==> src/pbpf_defs.svh <==
// constants for the port b pin function selector
`ifndef PBPF_DEFS_SVH
`define PBPF_DEFS_SVH
// register byte offsets on the bus
`define PBPF_OFF_UPPER 8'h00
`define PBPF_OFF_LOWER 8'h04
`define PBPF_OFF_DIR 8'h08
`define PBPF_OFF_DATA 8'h0C
// writable bit masks; reserved bits are held at zero
`define PBPF_MASK_UPPER 16'h7777
`define PBPF_MASK_LOWER 16'h7700
`define PBPF_MASK_PINS 16'h00FC
// reset values
`define PBPF_RST_REG 16'h0000
`define PBPF_RST_BIT 1'b0
`define PBPF_RST_OE_N 1'b1
// field positions (lsb of each 3-bit field)
`define PBPF_LSB_P7 12
`define PBPF_LSB_P6 8
`define PBPF_LSB_P5 4
`define PBPF_LSB_P4 0
`define PBPF_LSB_P3 12
`define PBPF_LSB_P2 8
// mode codes
`define PBPF_MD_PORT 3'h0
`define PBPF_MD_IRQ 3'h1
`define PBPF_MD_CANRX 3'h2
`define PBPF_MD_CANTX 3'h3
`define PBPF_MD_TCAP 3'h3
`define PBPF_MD_ADDR 3'h5
`define PBPF_MD_POE_HI 3'h7
`define PBPF_MD_POE_LO 3'h2
`define PBPF_MD_I2C 3'h4
// levels shown to a peripheral whose pin is not selected
`define PBPF_IDLE_IRQ 1'b1
`define PBPF_IDLE_POE 1'b1
`define PBPF_IDLE_TCAP 1'b0
`define PBPF_IDLE_CAN 1'b1
`define PBPF_IDLE_I2C 1'b1
`endif

==> src/pbpf_pkg.sv <==
// types shared by the port b pin function selector
package pbpf_pkg;
  typedef logic [2:0] pbpf_mode_t;
  typedef enum logic [1:0] {
    PBPF_RESP_OKAY = 2'b00,
    PBPF_RESP_SLVERR = 2'b10
  } pbpf_resp_t;
endpackage : pbpf_pkg

==> src/pbpf_pin_cell.sv <==
// one package pin: input synchroniser and registered drive
`timescale 1ns/100ps
`include "pbpf_defs.svh"
module pbpf_pin_cell (
  // clock and reset
  input wire logic aclk,
  input wire logic aresetn,
  // package pin
  input wire logic pin_i,
  output logic pin_o,
  output logic pin_oe_n,
  // core side
  input wire logic drive_en,
  input wire logic drive_val,
  output logic level
);
  import pbpf_pkg::*;
  logic s1_r, s2_r, s3_r, level_r, out_r, oe_n_r;
  logic level_nxt;

  ////////////////////////////////////////////////////////////////////////
  // level moves only once the last two stages agree, so a single
  // metastable sample cannot reach the peripherals
  assign level_nxt = (s2_r == s3_r) ? s3_r : level_r;

  // three-stage synchroniser; s1_r feeds s2_r only
  always_ff @(posedge aclk) begin
    if (!aresetn) begin
      s1_r <= `PBPF_RST_BIT;
      s2_r <= `PBPF_RST_BIT;
      s3_r <= `PBPF_RST_BIT;
      level_r <= `PBPF_RST_BIT;
    end else begin
      s1_r <= pin_i;
      s2_r <= s1_r;
      s3_r <= s2_r;
      level_r <= level_nxt;
    end
  end

  // registered drive keeps mux glitches off the pad
  always_ff @(posedge aclk) begin
    if (!aresetn) begin
      out_r <= `PBPF_RST_BIT;
      oe_n_r <= `PBPF_RST_OE_N;
    end else begin
      out_r <= drive_val;
      oe_n_r <= ~drive_en;
    end
  end

  assign pin_o = out_r;
  assign pin_oe_n = oe_n_r;
  assign level = level_r;
endmodule : pbpf_pin_cell

==> src/pbpf_top.sv <==
// port b pin function selector with axi4-lite register slave
// Notes on behaviour
// - reserved bits read zero, software writes zero
// - pin7 bits 14:12, 000 port, 010 can receive
// - pin6 bits 10:8, 000 port, 011 can transmit
// - pin5 bits 6:4: ext_interrupt_line3, capture, addr19, oe5
// - pin4 bits 2:0: ext_interrupt_line2, capture, addr18, oe4
// - lower register low byte reserved, reads zero
// - 3-bit fields in 4-bit slots, top reserved
// - port mode: direction bit one means output
// - direction ignored under any peripheral selection
//
// Our own choices: the register addresses and the AXI4-Lite register port.
`timescale 1ns/100ps
`include "pbpf_defs.svh"
module pbpf_top (
  // clock and reset
  input wire logic aclk,
  input wire logic aresetn,
  // axi4-lite write address and data
  input wire logic [7:0] awaddr,
  input wire logic [2:0] awprot,
  input wire logic awvalid,
  output logic awready,
  input wire logic [31:0] wdata,
  input wire logic [3:0] wstrb,
  input wire logic wvalid,
  output logic wready,
  // axi4-lite write response
  output pbpf_pkg::pbpf_resp_t bresp,
  output logic bvalid,
  input wire logic bready,
  // axi4-lite read
  input wire logic [7:0] araddr,
  input wire logic [2:0] arprot,
  input wire logic arvalid,
  output logic arready,
  output logic [31:0] rdata,
  output pbpf_pkg::pbpf_resp_t rresp,
  output logic rvalid,
  input wire logic rready,
  // package pins 7 to 2
  input wire logic [7:2] pin_i,
  output logic [7:2] pin_o,
  output logic [7:2] pin_oe_n,
  // can unit
  output logic can_receive_line,
  input wire logic can_transmit_line,
  // interrupt controller unit
  output logic ext_interrupt_line3,
  output logic ext_interrupt_line2,
  output logic ext_interrupt_line1,
  output logic ext_interrupt_line0,
  // port output enable unit
  output logic output_enable_input5,
  output logic output_enable_input4,
  output logic output_enable_input1,
  output logic output_enable_input0,
  // timers
  output logic timer_capture_u,
  output logic secondary_timer_capture_u,
  output logic timer_capture_v,
  output logic secondary_timer_capture_v,
  // bus state controller
  input wire logic addr_bit19,
  input wire logic addr_bit18,
  // i2c unit
  input wire logic i2c_sda_o,
  input wire logic i2c_sda_oe_n,
  output logic i2c_sda_i,
  input wire logic i2c_scl_o,
  input wire logic i2c_scl_oe_n,
  output logic i2c_scl_i
);
  import pbpf_pkg::*;

  ////////////////////////////////////////////////////////////////////////
  // helpers
  // one-hot hit vector: {data, dir, lower, upper}
  function automatic logic [3:0] pbpf_decode(input logic [7:0] a);
    logic [7:0] w;
    w = {a[7:2], 2'b00};
    return {w == `PBPF_OFF_DATA, w == `PBPF_OFF_DIR,
            w == `PBPF_OFF_LOWER, w == `PBPF_OFF_UPPER};
  endfunction : pbpf_decode

  // byte-lane merge; reserved bits fall away through the mask
  function automatic logic [15:0] pbpf_merge(input logic [15:0] old,
      input logic [31:0] wd, input logic [3:0] st, input logic [15:0] m);
    logic [15:0] v;
    v[7:0] = st[0] ? wd[7:0] : old[7:0];
    v[15:8] = st[1] ? wd[15:8] : old[15:8];
    return v & m;
  endfunction : pbpf_merge

  ////////////////////////////////////////////////////////////////////////
  // state
  logic [15:0] upper_r, lower_r, dir_r, data_r;
  logic [15:0] upper_nxt, lower_nxt, dir_nxt, data_nxt;
  logic aw_held_r, w_held_r, bvalid_r, rvalid_r;
  logic [7:0] awaddr_r;
  logic [31:0] wdata_r, rdata_r;
  logic [3:0] wstrb_r;
  pbpf_resp_t bresp_r, rresp_r;
  logic [7:2] lvl, drv_en, drv_val, port_sel;
  pbpf_mode_t m7, m6, m5, m4, m3, m2;
  logic aw_take, w_take, ar_take, do_write;
  logic [3:0] whit, rhit;
  logic [15:0] rmux;

  ////////////////////////////////////////////////////////////////////////
  // axi4-lite handshakes: one write and one read outstanding
  assign awready = ~aw_held_r & ~bvalid_r;
  assign wready = ~w_held_r & ~bvalid_r;
  assign arready = ~rvalid_r;
  assign aw_take = awvalid & awready;
  assign w_take = wvalid & wready;
  assign ar_take = arvalid & arready;
  assign do_write = aw_held_r & w_held_r;
  assign whit = pbpf_decode(awaddr_r);
  assign rhit = pbpf_decode(araddr);

  // address and data are latched apart so either may come first
  always_ff @(posedge aclk) begin
    if (!aresetn) begin
      aw_held_r <= 1'b0;
      w_held_r <= 1'b0;
      awaddr_r <= 8'h00;
      wdata_r <= 32'h0000_0000;
      wstrb_r <= 4'h0;
    end else begin
      if (aw_take) begin
        aw_held_r <= 1'b1;
        awaddr_r <= awaddr;
      end else if (do_write) begin
        aw_held_r <= 1'b0;
      end
      if (w_take) begin
        w_held_r <= 1'b1;
        wdata_r <= wdata;
        wstrb_r <= wstrb;
      end else if (do_write) begin
        w_held_r <= 1'b0;
      end
    end
  end

  // write response one cycle after both halves are held
  always_ff @(posedge aclk) begin
    if (!aresetn) begin
      bvalid_r <= 1'b0;
      bresp_r <= PBPF_RESP_OKAY;
    end else if (do_write) begin
      bvalid_r <= 1'b1;
      bresp_r <= (|whit) ? PBPF_RESP_OKAY : PBPF_RESP_SLVERR;
    end else if (bready) begin
      bvalid_r <= 1'b0;
    end
  end

  ////////////////////////////////////////////////////////////////////////
  // register updates
  // reserved bits masked
  assign upper_nxt = (do_write & whit[0]) ?
      pbpf_merge(upper_r, wdata_r, wstrb_r, `PBPF_MASK_UPPER) : upper_r;
  assign lower_nxt = (do_write & whit[1]) ?
      pbpf_merge(lower_r, wdata_r, wstrb_r, `PBPF_MASK_LOWER) : lower_r;
  assign dir_nxt = (do_write & whit[2]) ?
      pbpf_merge(dir_r, wdata_r, wstrb_r, `PBPF_MASK_PINS) : dir_r;
  assign data_nxt = (do_write & whit[3]) ?
      pbpf_merge(data_r, wdata_r, wstrb_r, `PBPF_MASK_PINS) : data_r;

  always_ff @(posedge aclk) begin
    if (!aresetn) begin
      upper_r <= `PBPF_RST_REG;
      lower_r <= `PBPF_RST_REG;
      dir_r <= `PBPF_RST_REG;
      data_r <= `PBPF_RST_REG;
    end else begin
      upper_r <= upper_nxt;
      lower_r <= lower_nxt;
      dir_r <= dir_nxt;
      data_r <= data_nxt;
    end
  end

  // read mux; the data register reads the synchronised pin levels
  assign rmux = rhit[0] ? upper_r :
                rhit[1] ? lower_r :
                rhit[2] ? dir_r :
                rhit[3] ? ({8'h00, lvl, 2'b00} & `PBPF_MASK_PINS) :
                16'h0000;

  always_ff @(posedge aclk) begin
    if (!aresetn) begin
      rvalid_r <= 1'b0;
      rdata_r <= 32'h0000_0000;
      rresp_r <= PBPF_RESP_OKAY;
    end else if (ar_take) begin
      rvalid_r <= 1'b1;
      rdata_r <= {16'h0000, rmux};
      rresp_r <= (|rhit) ? PBPF_RESP_OKAY : PBPF_RESP_SLVERR;
    end else if (rready) begin
      rvalid_r <= 1'b0;
    end
  end

  assign bvalid = bvalid_r;
  assign bresp = bresp_r;
  assign rvalid = rvalid_r;
  assign rdata = rdata_r;
  assign rresp = rresp_r;

  ////////////////////////////////////////////////////////////////////////
  // mode fields
  assign m7 = upper_r[`PBPF_LSB_P7 +: 3];
  assign m6 = upper_r[`PBPF_LSB_P6 +: 3];
  assign m5 = upper_r[`PBPF_LSB_P5 +: 3];
  assign m4 = upper_r[`PBPF_LSB_P4 +: 3];
  assign m3 = lower_r[`PBPF_LSB_P3 +: 3];
  assign m2 = lower_r[`PBPF_LSB_P2 +: 3];
  assign port_sel = {m7 == `PBPF_MD_PORT, m6 == `PBPF_MD_PORT,
                     m5 == `PBPF_MD_PORT, m4 == `PBPF_MD_PORT,
                     m3 == `PBPF_MD_PORT, m2 == `PBPF_MD_PORT};

  // pin drive; a prohibited code leaves the pin undriven
  // direction in port mode
  assign drv_en[7] = port_sel[7] & dir_r[7];
  assign drv_val[7] = data_r[7];
  assign drv_en[6] = port_sel[6] ? dir_r[6] : (m6 == `PBPF_MD_CANTX);
  assign drv_val[6] = port_sel[6] ? data_r[6] : can_transmit_line;
  assign drv_en[5] = port_sel[5] ? dir_r[5] : (m5 == `PBPF_MD_ADDR);
  assign drv_val[5] = port_sel[5] ? data_r[5] : addr_bit19;
  assign drv_en[4] = port_sel[4] ? dir_r[4] : (m4 == `PBPF_MD_ADDR);
  assign drv_val[4] = port_sel[4] ? data_r[4] : addr_bit18;
  assign drv_en[3] = port_sel[3] ? dir_r[3] :
                     ((m3 == `PBPF_MD_I2C) & ~i2c_sda_oe_n);
  assign drv_val[3] = port_sel[3] ? data_r[3] : i2c_sda_o;
  assign drv_en[2] = port_sel[2] ? dir_r[2] :
                     ((m2 == `PBPF_MD_I2C) & ~i2c_scl_oe_n);
  assign drv_val[2] = port_sel[2] ? data_r[2] : i2c_scl_o;

  // pin cells
  for (genvar p = 2; p <= 7; p++) begin : g_pin
    pbpf_pin_cell u_cell (
      .aclk(aclk),
      .aresetn(aresetn),
      .pin_i(pin_i[p]),
      .pin_o(pin_o[p]),
      .pin_oe_n(pin_oe_n[p]),
      .drive_en(drv_en[p]),
      .drive_val(drv_val[p]),
      .level(lvl[p])
    );
  end

  ////////////////////////////////////////////////////////////////////////
  // inputs toward peripherals, idle unless their pin is selected
  // unselected inputs idle
  assign can_receive_line = (m7 == `PBPF_MD_CANRX) ? lvl[7] : `PBPF_IDLE_CAN;
  assign ext_interrupt_line3 = (m5 == `PBPF_MD_IRQ) ? lvl[5] : `PBPF_IDLE_IRQ;
  assign timer_capture_u = (m5 == `PBPF_MD_TCAP) ? lvl[5] : `PBPF_IDLE_TCAP;
  assign output_enable_input5 =
      (m5 == `PBPF_MD_POE_HI) ? lvl[5] : `PBPF_IDLE_POE;
  assign ext_interrupt_line2 = (m4 == `PBPF_MD_IRQ) ? lvl[4] : `PBPF_IDLE_IRQ;
  assign secondary_timer_capture_u =
      (m4 == `PBPF_MD_TCAP) ? lvl[4] : `PBPF_IDLE_TCAP;
  assign output_enable_input4 =
      (m4 == `PBPF_MD_POE_HI) ? lvl[4] : `PBPF_IDLE_POE;
  assign ext_interrupt_line1 = (m3 == `PBPF_MD_IRQ) ? lvl[3] : `PBPF_IDLE_IRQ;
  assign output_enable_input1 =
      (m3 == `PBPF_MD_POE_LO) ? lvl[3] : `PBPF_IDLE_POE;
  assign timer_capture_v = (m3 == `PBPF_MD_TCAP) ? lvl[3] : `PBPF_IDLE_TCAP;
  assign i2c_sda_i = (m3 == `PBPF_MD_I2C) ? lvl[3] : `PBPF_IDLE_I2C;
  assign ext_interrupt_line0 = (m2 == `PBPF_MD_IRQ) ? lvl[2] : `PBPF_IDLE_IRQ;
  assign output_enable_input0 =
      (m2 == `PBPF_MD_POE_LO) ? lvl[2] : `PBPF_IDLE_POE;
  assign secondary_timer_capture_v =
      (m2 == `PBPF_MD_TCAP) ? lvl[2] : `PBPF_IDLE_TCAP;
  assign i2c_scl_i = (m2 == `PBPF_MD_I2C) ? lvl[2] : `PBPF_IDLE_I2C;
endmodule : pbpf_top

==> config.mk <==
export PLATFORM = sky130hd
export DESIGN_NAME = pbpf_top
export DESIGN_NICKNAME = d
export VERILOG_FILES = /design/src/pbpf_pkg.sv /design/src/pbpf_pin_cell.sv /design/src/pbpf_top.sv
export VERILOG_INCLUDE_DIRS = /design/src /design/src/src
export SDC_FILE = /design/constraint.sdc
export NUM_CORES = 1
export LEC_CHECK = 0
export ABC_AREA = 1
export ABC_CLOCK_PERIOD_IN_PS = 2940
export BUFFER_PORTS_ARGS = -buffer_cell sky130_fd_sc_hd__buf_2
export CORE_AREA = 4 4 110 112
export CTS_CLUSTER_DIAMETER = 120
export DETAILED_ROUTE_END_ITERATION = 10
export DIE_AREA = 0 0 114 116
export GPL_ROUTABILITY_DRIVEN = 0
export HOLD_SLACK_MARGIN = 0.05
export PLACE_DENSITY_LB_ADDON = 0.12
export SYNTH_ARGS = -nofsm -noshare
export SYNTH_HDL_FRONTEND = slang
export SYNTH_SLANG_ARGS = --single-unit
==> constraint.sdc <==
create_clock -name aclk -period 2.94 [get_ports aclk]
set_input_delay 0.588 -clock aclk [delete_from_list [all_inputs] [get_ports aclk]]
set_output_delay 0.588 -clock aclk [all_outputs]
set_load 0.01 [all_outputs]
==> flow_summary.yaml, run 1 <==
global_routing:
  antenna_found_initial: 0
  grt_start_max_net_pins: 97
  grt_pass1_vias: 3697
  grt_use_total_pct: 16.7
  grt.overflow.total: 0
  grt_pass1_wl_mm: 17.8
setup_path:
  crit_type: "reg2out"
  crit_fanout: 5
  required_ps: 2350
  cp-end-kind: "output pin"
  startpoint_type: "flop"
  path_cells: "inv_1 -> nor4_1 -> buf_2"
  regToRegStartpoint: "wstrb_r[1]"
  arrival_ps: 1380
  crit_family: "flip-flops"
  ff2ff_path_depth: 5
  r2r_end: "lower_r[9]"
  rrSetupSlack_ps: 1220
  critPathSlowestCell: "dfxtp_1"
  cpPeakStageDelay_ps: 450
  cp_num_buf_inv: 2
clock_network:
  cts.sinks: 108
  htreeDepth: 3
  post_cts_resized: 0
  cts_setup_buffers: 0
  cts_buffers: 9
  clk_path_buf_depth: 2
  holdBufCountCts: 0
  clockRootBuffer: "clkbuf_16"
  insertion_delay_ps: 340
  clk_pin_slew_ps: 60
  cts_tree: "built"
timing:
  final.setup.tns_ps: 0
  setup_violations: 0
  setup_ws_ps: 974
  worst_pin_slew_ps: 858
  slew_violations: 0
  hold_violations: 0
  fin_crit_sh_pct: 66.9
  fmax_mhz: 509
  finalCriticalPeriod_ps: 1970
  grt_setup_unrepaired: "no"
  slew_headroom_pct: 42.7
  finalClockSkew_ps: 7.96
route:
  dr_total_vias: 3996
  detail_route.iter0.violations: 233
  wl_met1_mm: 5.36
  drt-wirelength-per-cell_um: 12.7
  highest_layer: "met4"
  ant_nets: 0
  routed-wl-met3_um: 674
  wl_mm: 10.8
  drc: 0
  vias_per_cell: 4.72
  wl_met2_mm: 4.64
  drtPass1Iterations: 4
layout:
  fillCellCount: 1193
  drive_gt1_share_pct: 17.3
  fin_nets: 778
  regArea_sq_um: 2160
  antenna_cells: 0
  area_delta_synth_final_pct: 14.1
  multi_input_area_sq_um: 1860
power_and_ir_drop:
  p_leak_nw: 2.38
  switching_share_pct: 24.5
  finalPower_mw: 3.04
  p_comb_share_pct: 9.2
  clock_power_share_pct: 39.5
  p_int_mw: 2.29
  netSwitchingPower_mw: 0.743
  p_seq_share_pct: 51.3
  pwr_density_cell_nw_per_um2: 575
  ir_worst_vdd_mv: 0.257
synthesis:
  ys_warn_count: 0
  synth_seq_area_share_pct: 46.7
  synth_async_sr_flop_share_pct: 0
  avgSynthCellArea_sq_um: 7.29
  ys_ff_latch: 108
  synthDistinctLibCells: 25
  ys.flop_type: "dfxtp_1"
  syn_area_sq_um: 4630
  synth_edf_count: 0
  synth_cells: 635
place:
  dp.final_hpwl_mm: 7.61
  dp_slack_ps: 949
  port_buffers: 95
hold_path:
  whs_endpoint: "g_pin[2].u_cell.s2_r"
  hold_path.class: "reg2reg"
  min_from: "g_pin[2].u_cell.s1_r"
  whs_path_depth: 2
floorplanning:
  die_w_um: 114
  io_pins: 146
  die_h_um: 116
  num_rows: 39
  core_area_sq_um: 11200
  dieArea_sq_um: 13200
  start_util_pct: 41.2
status:
  status: "completed"
job:
  max-cap-violations: 0
-- how the worst max path moves through the flow --
stage | start | cells after the start | end
after floorplan | lower_r[8] | 2 | secondary_timer_capture_v
after global placement | araddr[5] | 5 | rdata[3]
after detailed placement | araddr[5] | 5 | rdata[3]
after CTS | lower_r[12] | 3 | timer_capture_v
after global routing | lower_r[12] | 3 | timer_capture_v
final | lower_r[8] | 3 | secondary_timer_capture_v
-- cell usage after synthesis, types with 12 or more instances --
master    number  share of area (%)
dfxtp_1      108                 47
nor2_1       101                8.2
nand2_1       79                6.4
inv_1         73                5.9
a21oi_1       66                7.1
nand3_1       58                6.3
o21ai_0       44                4.8
buf_4         35                5.7
nand4_1       22                3.0
buf_2         13                1.4
clkbuf_1      12               0.97
-- state kept, by name, indices dropped and copies added (netlist names) --
signal and count:
g_pin.u_cell.s3_r 6, g_pin.u_cell.pin_o 6, data_r 6, lower_r 6, g_pin.u_cell.s1_r 6, dir_r 6
upper_r 12, wstrb_r 2, bresp 1, w_held_r 1, awaddr_r 6, rvalid 1
rdata 14, bvalid 1, rresp 1, g_pin.u_cell.s2_r 6, wdata_r 14, aw_held_r 1
g_pin.u_cell.pin_oe_n 6, g_pin.u_cell.level 6
-- cell type report --
cell class / count / area share (%)
multi-input cells: 409 / 35.2
clock buffers: 11 / 4.59
well taps: 143 / 3.39
inverters: 74 / 5.26
clock inverters: 4 / 0.947
flip-flops and latches: 108 / 40.9
repair buffers: 98 / 9.66
-- logic make-up after synthesis --
| logic type | synth area share, % |
|---|---|
| and+or+nand+nor | 26.1 |
| other | 0.0810 |
| buffers and inverters | 14.6 |
| DFF | 46.7 |
| AOI/OAI and AO/OA | 12.5 |
-- metal layers --
layer,vias to the layer above,global-route usage (%)
met5,-,0
met4,0,5.38
met3,8,3.66
met2,94,25.3
met1,1771,23.6
li1,2123,-
-- layout by cell type, fill, tap and decap left out, drive strengths merged --
master      n
nand3      58
conb       20
nand3b      2
clkinvlp    2
nand4      22
dfxtp     108
o21a        2
buf        98
o22ai       1
nor4        2
nand2      82
bufinv      1
nor3        2
a31oi       1
clkbuf     11
a21oi      66
or2         1
inv        74
clkinv      1
o21ai      44
nor2      106
-- power groups by stage --
stage | logic [mW] | clock network, mW | registers (mW)
after floorplan | 0.214 | 0 | 1.58
after global placement | 0.276 | 0 | 1.59
after detailed placement | 0.283 | 0 | 1.59
after CTS | 0.283 | 1.24 | 1.56
after global routing | 0.326 | 1.30 | 1.56
final | 0.281 | 1.20 | 1.56
-- through the flow --
step / hold WS, ps / util (%) / cell area [sq um] / instances
2_1_floorplan: 390 / - / 4700 / 654
5_1_grt: 423 / 47.1 / 5280 / 847
3_5_place_dp: 401 / 44.5 / 4990 / 832
6_report: 414 / 47.1 / 5280 / 847
3_3_place_gp: 394 / 44.5 / 4990 / 832
4_1_cts: 417 / 47.1 / 5280 / 847
-- tightest hold or removal path: stages (launching register included) --
cell,delay [ps]
dfxtp_1,310
nand2_1,50
inv_1,40
Note: power is estimated with default switching activity, not from simulation.
==> run 2, diff against run 1 <==
ABC_AREA = 0   (was 1)
ABC_CLOCK_PERIOD_IN_PS = 1800   (was 2940)
CORE_AREA = 4 4 109 111   (was 4 4 110 112)
DIE_AREA = 0 0 113 115   (was 0 0 114 116)
clock period = 1.8 ns   (was 2.94 ns; I/O delays follow)
==> run 2 against run 1 <==
Combinational power increased by 53%. Non-clock buffer count is 32 higher. Cell count is 13% lower. Clock-buffer cell count is 1 lower. Utilization rose by 2.7 points. First-iteration DRC count fell by 4.7%. Wire length grew 3.6%. Sequential power grew 60%. Critical path type unchanged. Critical endpoint is now ext_interrupt_line1. Largest power group unchanged.
==> flow_summary.yaml, run 2 <==
clock_network:
  cts_tree: "built"
  clk_path_buf_depth: 2
  cts_buffers: 9
  cts.sinks: 108
  clk_pin_slew_ps: 100
  insertion_delay_ps: 360
  clockRootBuffer: "clkbuf_8"
  htreeDepth: 3
  holdBufCountCts: 0
timing:
  grt_setup_unrepaired: "yes"
  hold_violations: 0
  whs_ps: 193
  fin_crit_sh_pct: 97.5
  setup_violations: 0
  finalCriticalPeriod_ps: 1760
  final.setup.tns_ps: 0
  slew_violations: 0
  fmax_mhz: 570
  worst_pin_slew_ps: 685
  finalClockSkew_ps: 6.26
  slew_headroom_pct: 54.2
synthesis:
  ys_ff_latch: 108
  synthTopCellsByCount: "108 x dfxtp_1, 76 x nand2_1, 54 x a21oi_1"
  synth_seq_area_share_pct: 47.9
  syn_area_sq_um: 4520
  ys.flop_type: "dfxtp_1"
  post-synth-top-count-cell: "dfxtp_1"
  synth_top_area_cell: "dfxtp_1"
  synthDistinctLibCells: 41
  avgSynthCellArea_sq_um: 9.07
  yosys.area.top_type_share_pct: 47.9
  synth_cells: 498
  synth_async_sr_flop_share_pct: 0
  ys_top_cells_by_area: "dfxtp_1 48%, mux2i_1 7.8%, nand2_1 6.3%"
  synth_edf_count: 0
  ys_warn_count: 0
floorplanning:
  core_area_sq_um: 10800
  io_pins: 146
  num_rows: 38
  dieArea_sq_um: 13000
  start_util_pct: 41.8
  die_w_um: 113
  die_h_um: 115
layout:
  fillCellCount: 1039
  fin_nets: 668
  final_cell_mix: "102 x dfxtp_1, 90 x buf_2, 76 x nand2_1, 54 x a21oi_1, 35 x mux2i_1"
  final_area_sq_um: 5370
  antenna_cells: 0
  multi_input_area_sq_um: 2040
  final_common_cell: "dfxtp_1"
  regArea_sq_um: 2170
  area_delta_synth_final_pct: 18.9
  drive_gt1_share_pct: 28.4
setup_path:
  crit_type: "reg2out"
  required_ps: 1440
  startpoint_type: "flop"
  crit_fanout: 3
  cp-end-kind: "output pin"
  arrival_ps: 1400
route:
  drtPass1Iterations: 4
  drc: 0
  vias_per_cell: 5.10
  ant_nets: 0
  dr_total_vias: 3750
  wl_mm: 11.2
  detail_route.iter0.violations: 222
  drt-wirelength-per-cell_um: 15.2
place:
  dp.final_hpwl_mm: 8.28
  place_area_sq_um: 5070
  port_buffers: 95
global_routing:
  grt.overflow.total: 0
  antenna_found_initial: 0
  grt_pass1_wl_mm: 17.9
  grt_pass1_vias: 3525
  grt_start_max_net_pins: 28
  grt_use_total_pct: 17.2
power_and_ir_drop:
  p_leak_nw: 2.22
  ir_worst_vdd_mv: 0.376
  pwr_density_cell_nw_per_um2: 793
job:
  max-cap-violations: 0
hold_path:
  hold_path.class: "in2reg"
status:
  status: "completed"
## run 2: metal layers
layer	wire [um]	GRT usage, %
met5	0	0
met4	146	6.01
met3	626	2.89
met2	5060	27.4
met1	5350	23.8
## run 2: metrics by stage
| step | std cells | power [mW] | util, % | worst slack (ps) |
|---|---|---|---|---|
| floorplan | 517 | 2.84 | - | 1.37 |
| global placement | 712 | 2.97 | 47.0 | 14.9 |
| detailed placement | 712 | 2.98 | 47.0 | -28.7 |
| CTS | 734 | 4.29 | 49.5 | -121 |
| global route | 735 | 4.46 | 49.7 | -7.24 |
| finish | 735 | 4.26 | 49.7 | 44.3 |
## run 2: cells by family after synthesis
| logic type | synth area share (%) |
|---|---|
| other | 0.0830 |
| buffers and inverters | 9.17 |
| AND/OR/NAND/NOR | 22.6 |
| flip-flops | 47.9 |
| AO/OA/AOI/OAI | 11.0 |
| multiplexers | 9.25 |
## run 2: worst paths after layout
| check | from | end | slack, ps | depth (start not counted) |
|---|---|---|---|---|
| setup / recovery | g_pin[3].u_cell.level | ext_interrupt_line1 | 40 | 2 |
| hold / removal | pin_i[5] | g_pin[5].u_cell.s1_r | 190 | 2 |
| setup reg to reg | awaddr_r[7] | upper_r[2] | 60 | 5 |
| hold reg to reg | g_pin[4].u_cell.s1_r | g_pin[4].u_cell.s2_r | 440 | 1 |
## run 2: final cells by class
class	instances	share of cell area, %
Sequential cell	108	40.5
Multi-Input combinational cell	335	38.0
Timing Repair Buffer	130	14.6
Tap cell	140	3.26
Clock buffer	10	2.38
Clock inverter	6	0.746
Inverter	6	0.420
## run 2: repair_timing
action	4_1_cts	5_1_grt
resized for setup	17	3
pin swaps	0	0
setup endpoints to repair	6	8
buffers inserted	6	1
## run 2: critical path, cell delays in order, from the launching register on
cell and delay [ps]:
dfxtp_1 370, or4b_4 530, buf_6 130
## run 2: report_power, final
group	switching, mW	internal, mW	leakage [nW]	total [mW]
clock	0.821	0.505	0.0864	1.33
combinational	0.263	0.167	1.26	0.430
sequential	0.0495	2.45	0.882	2.50
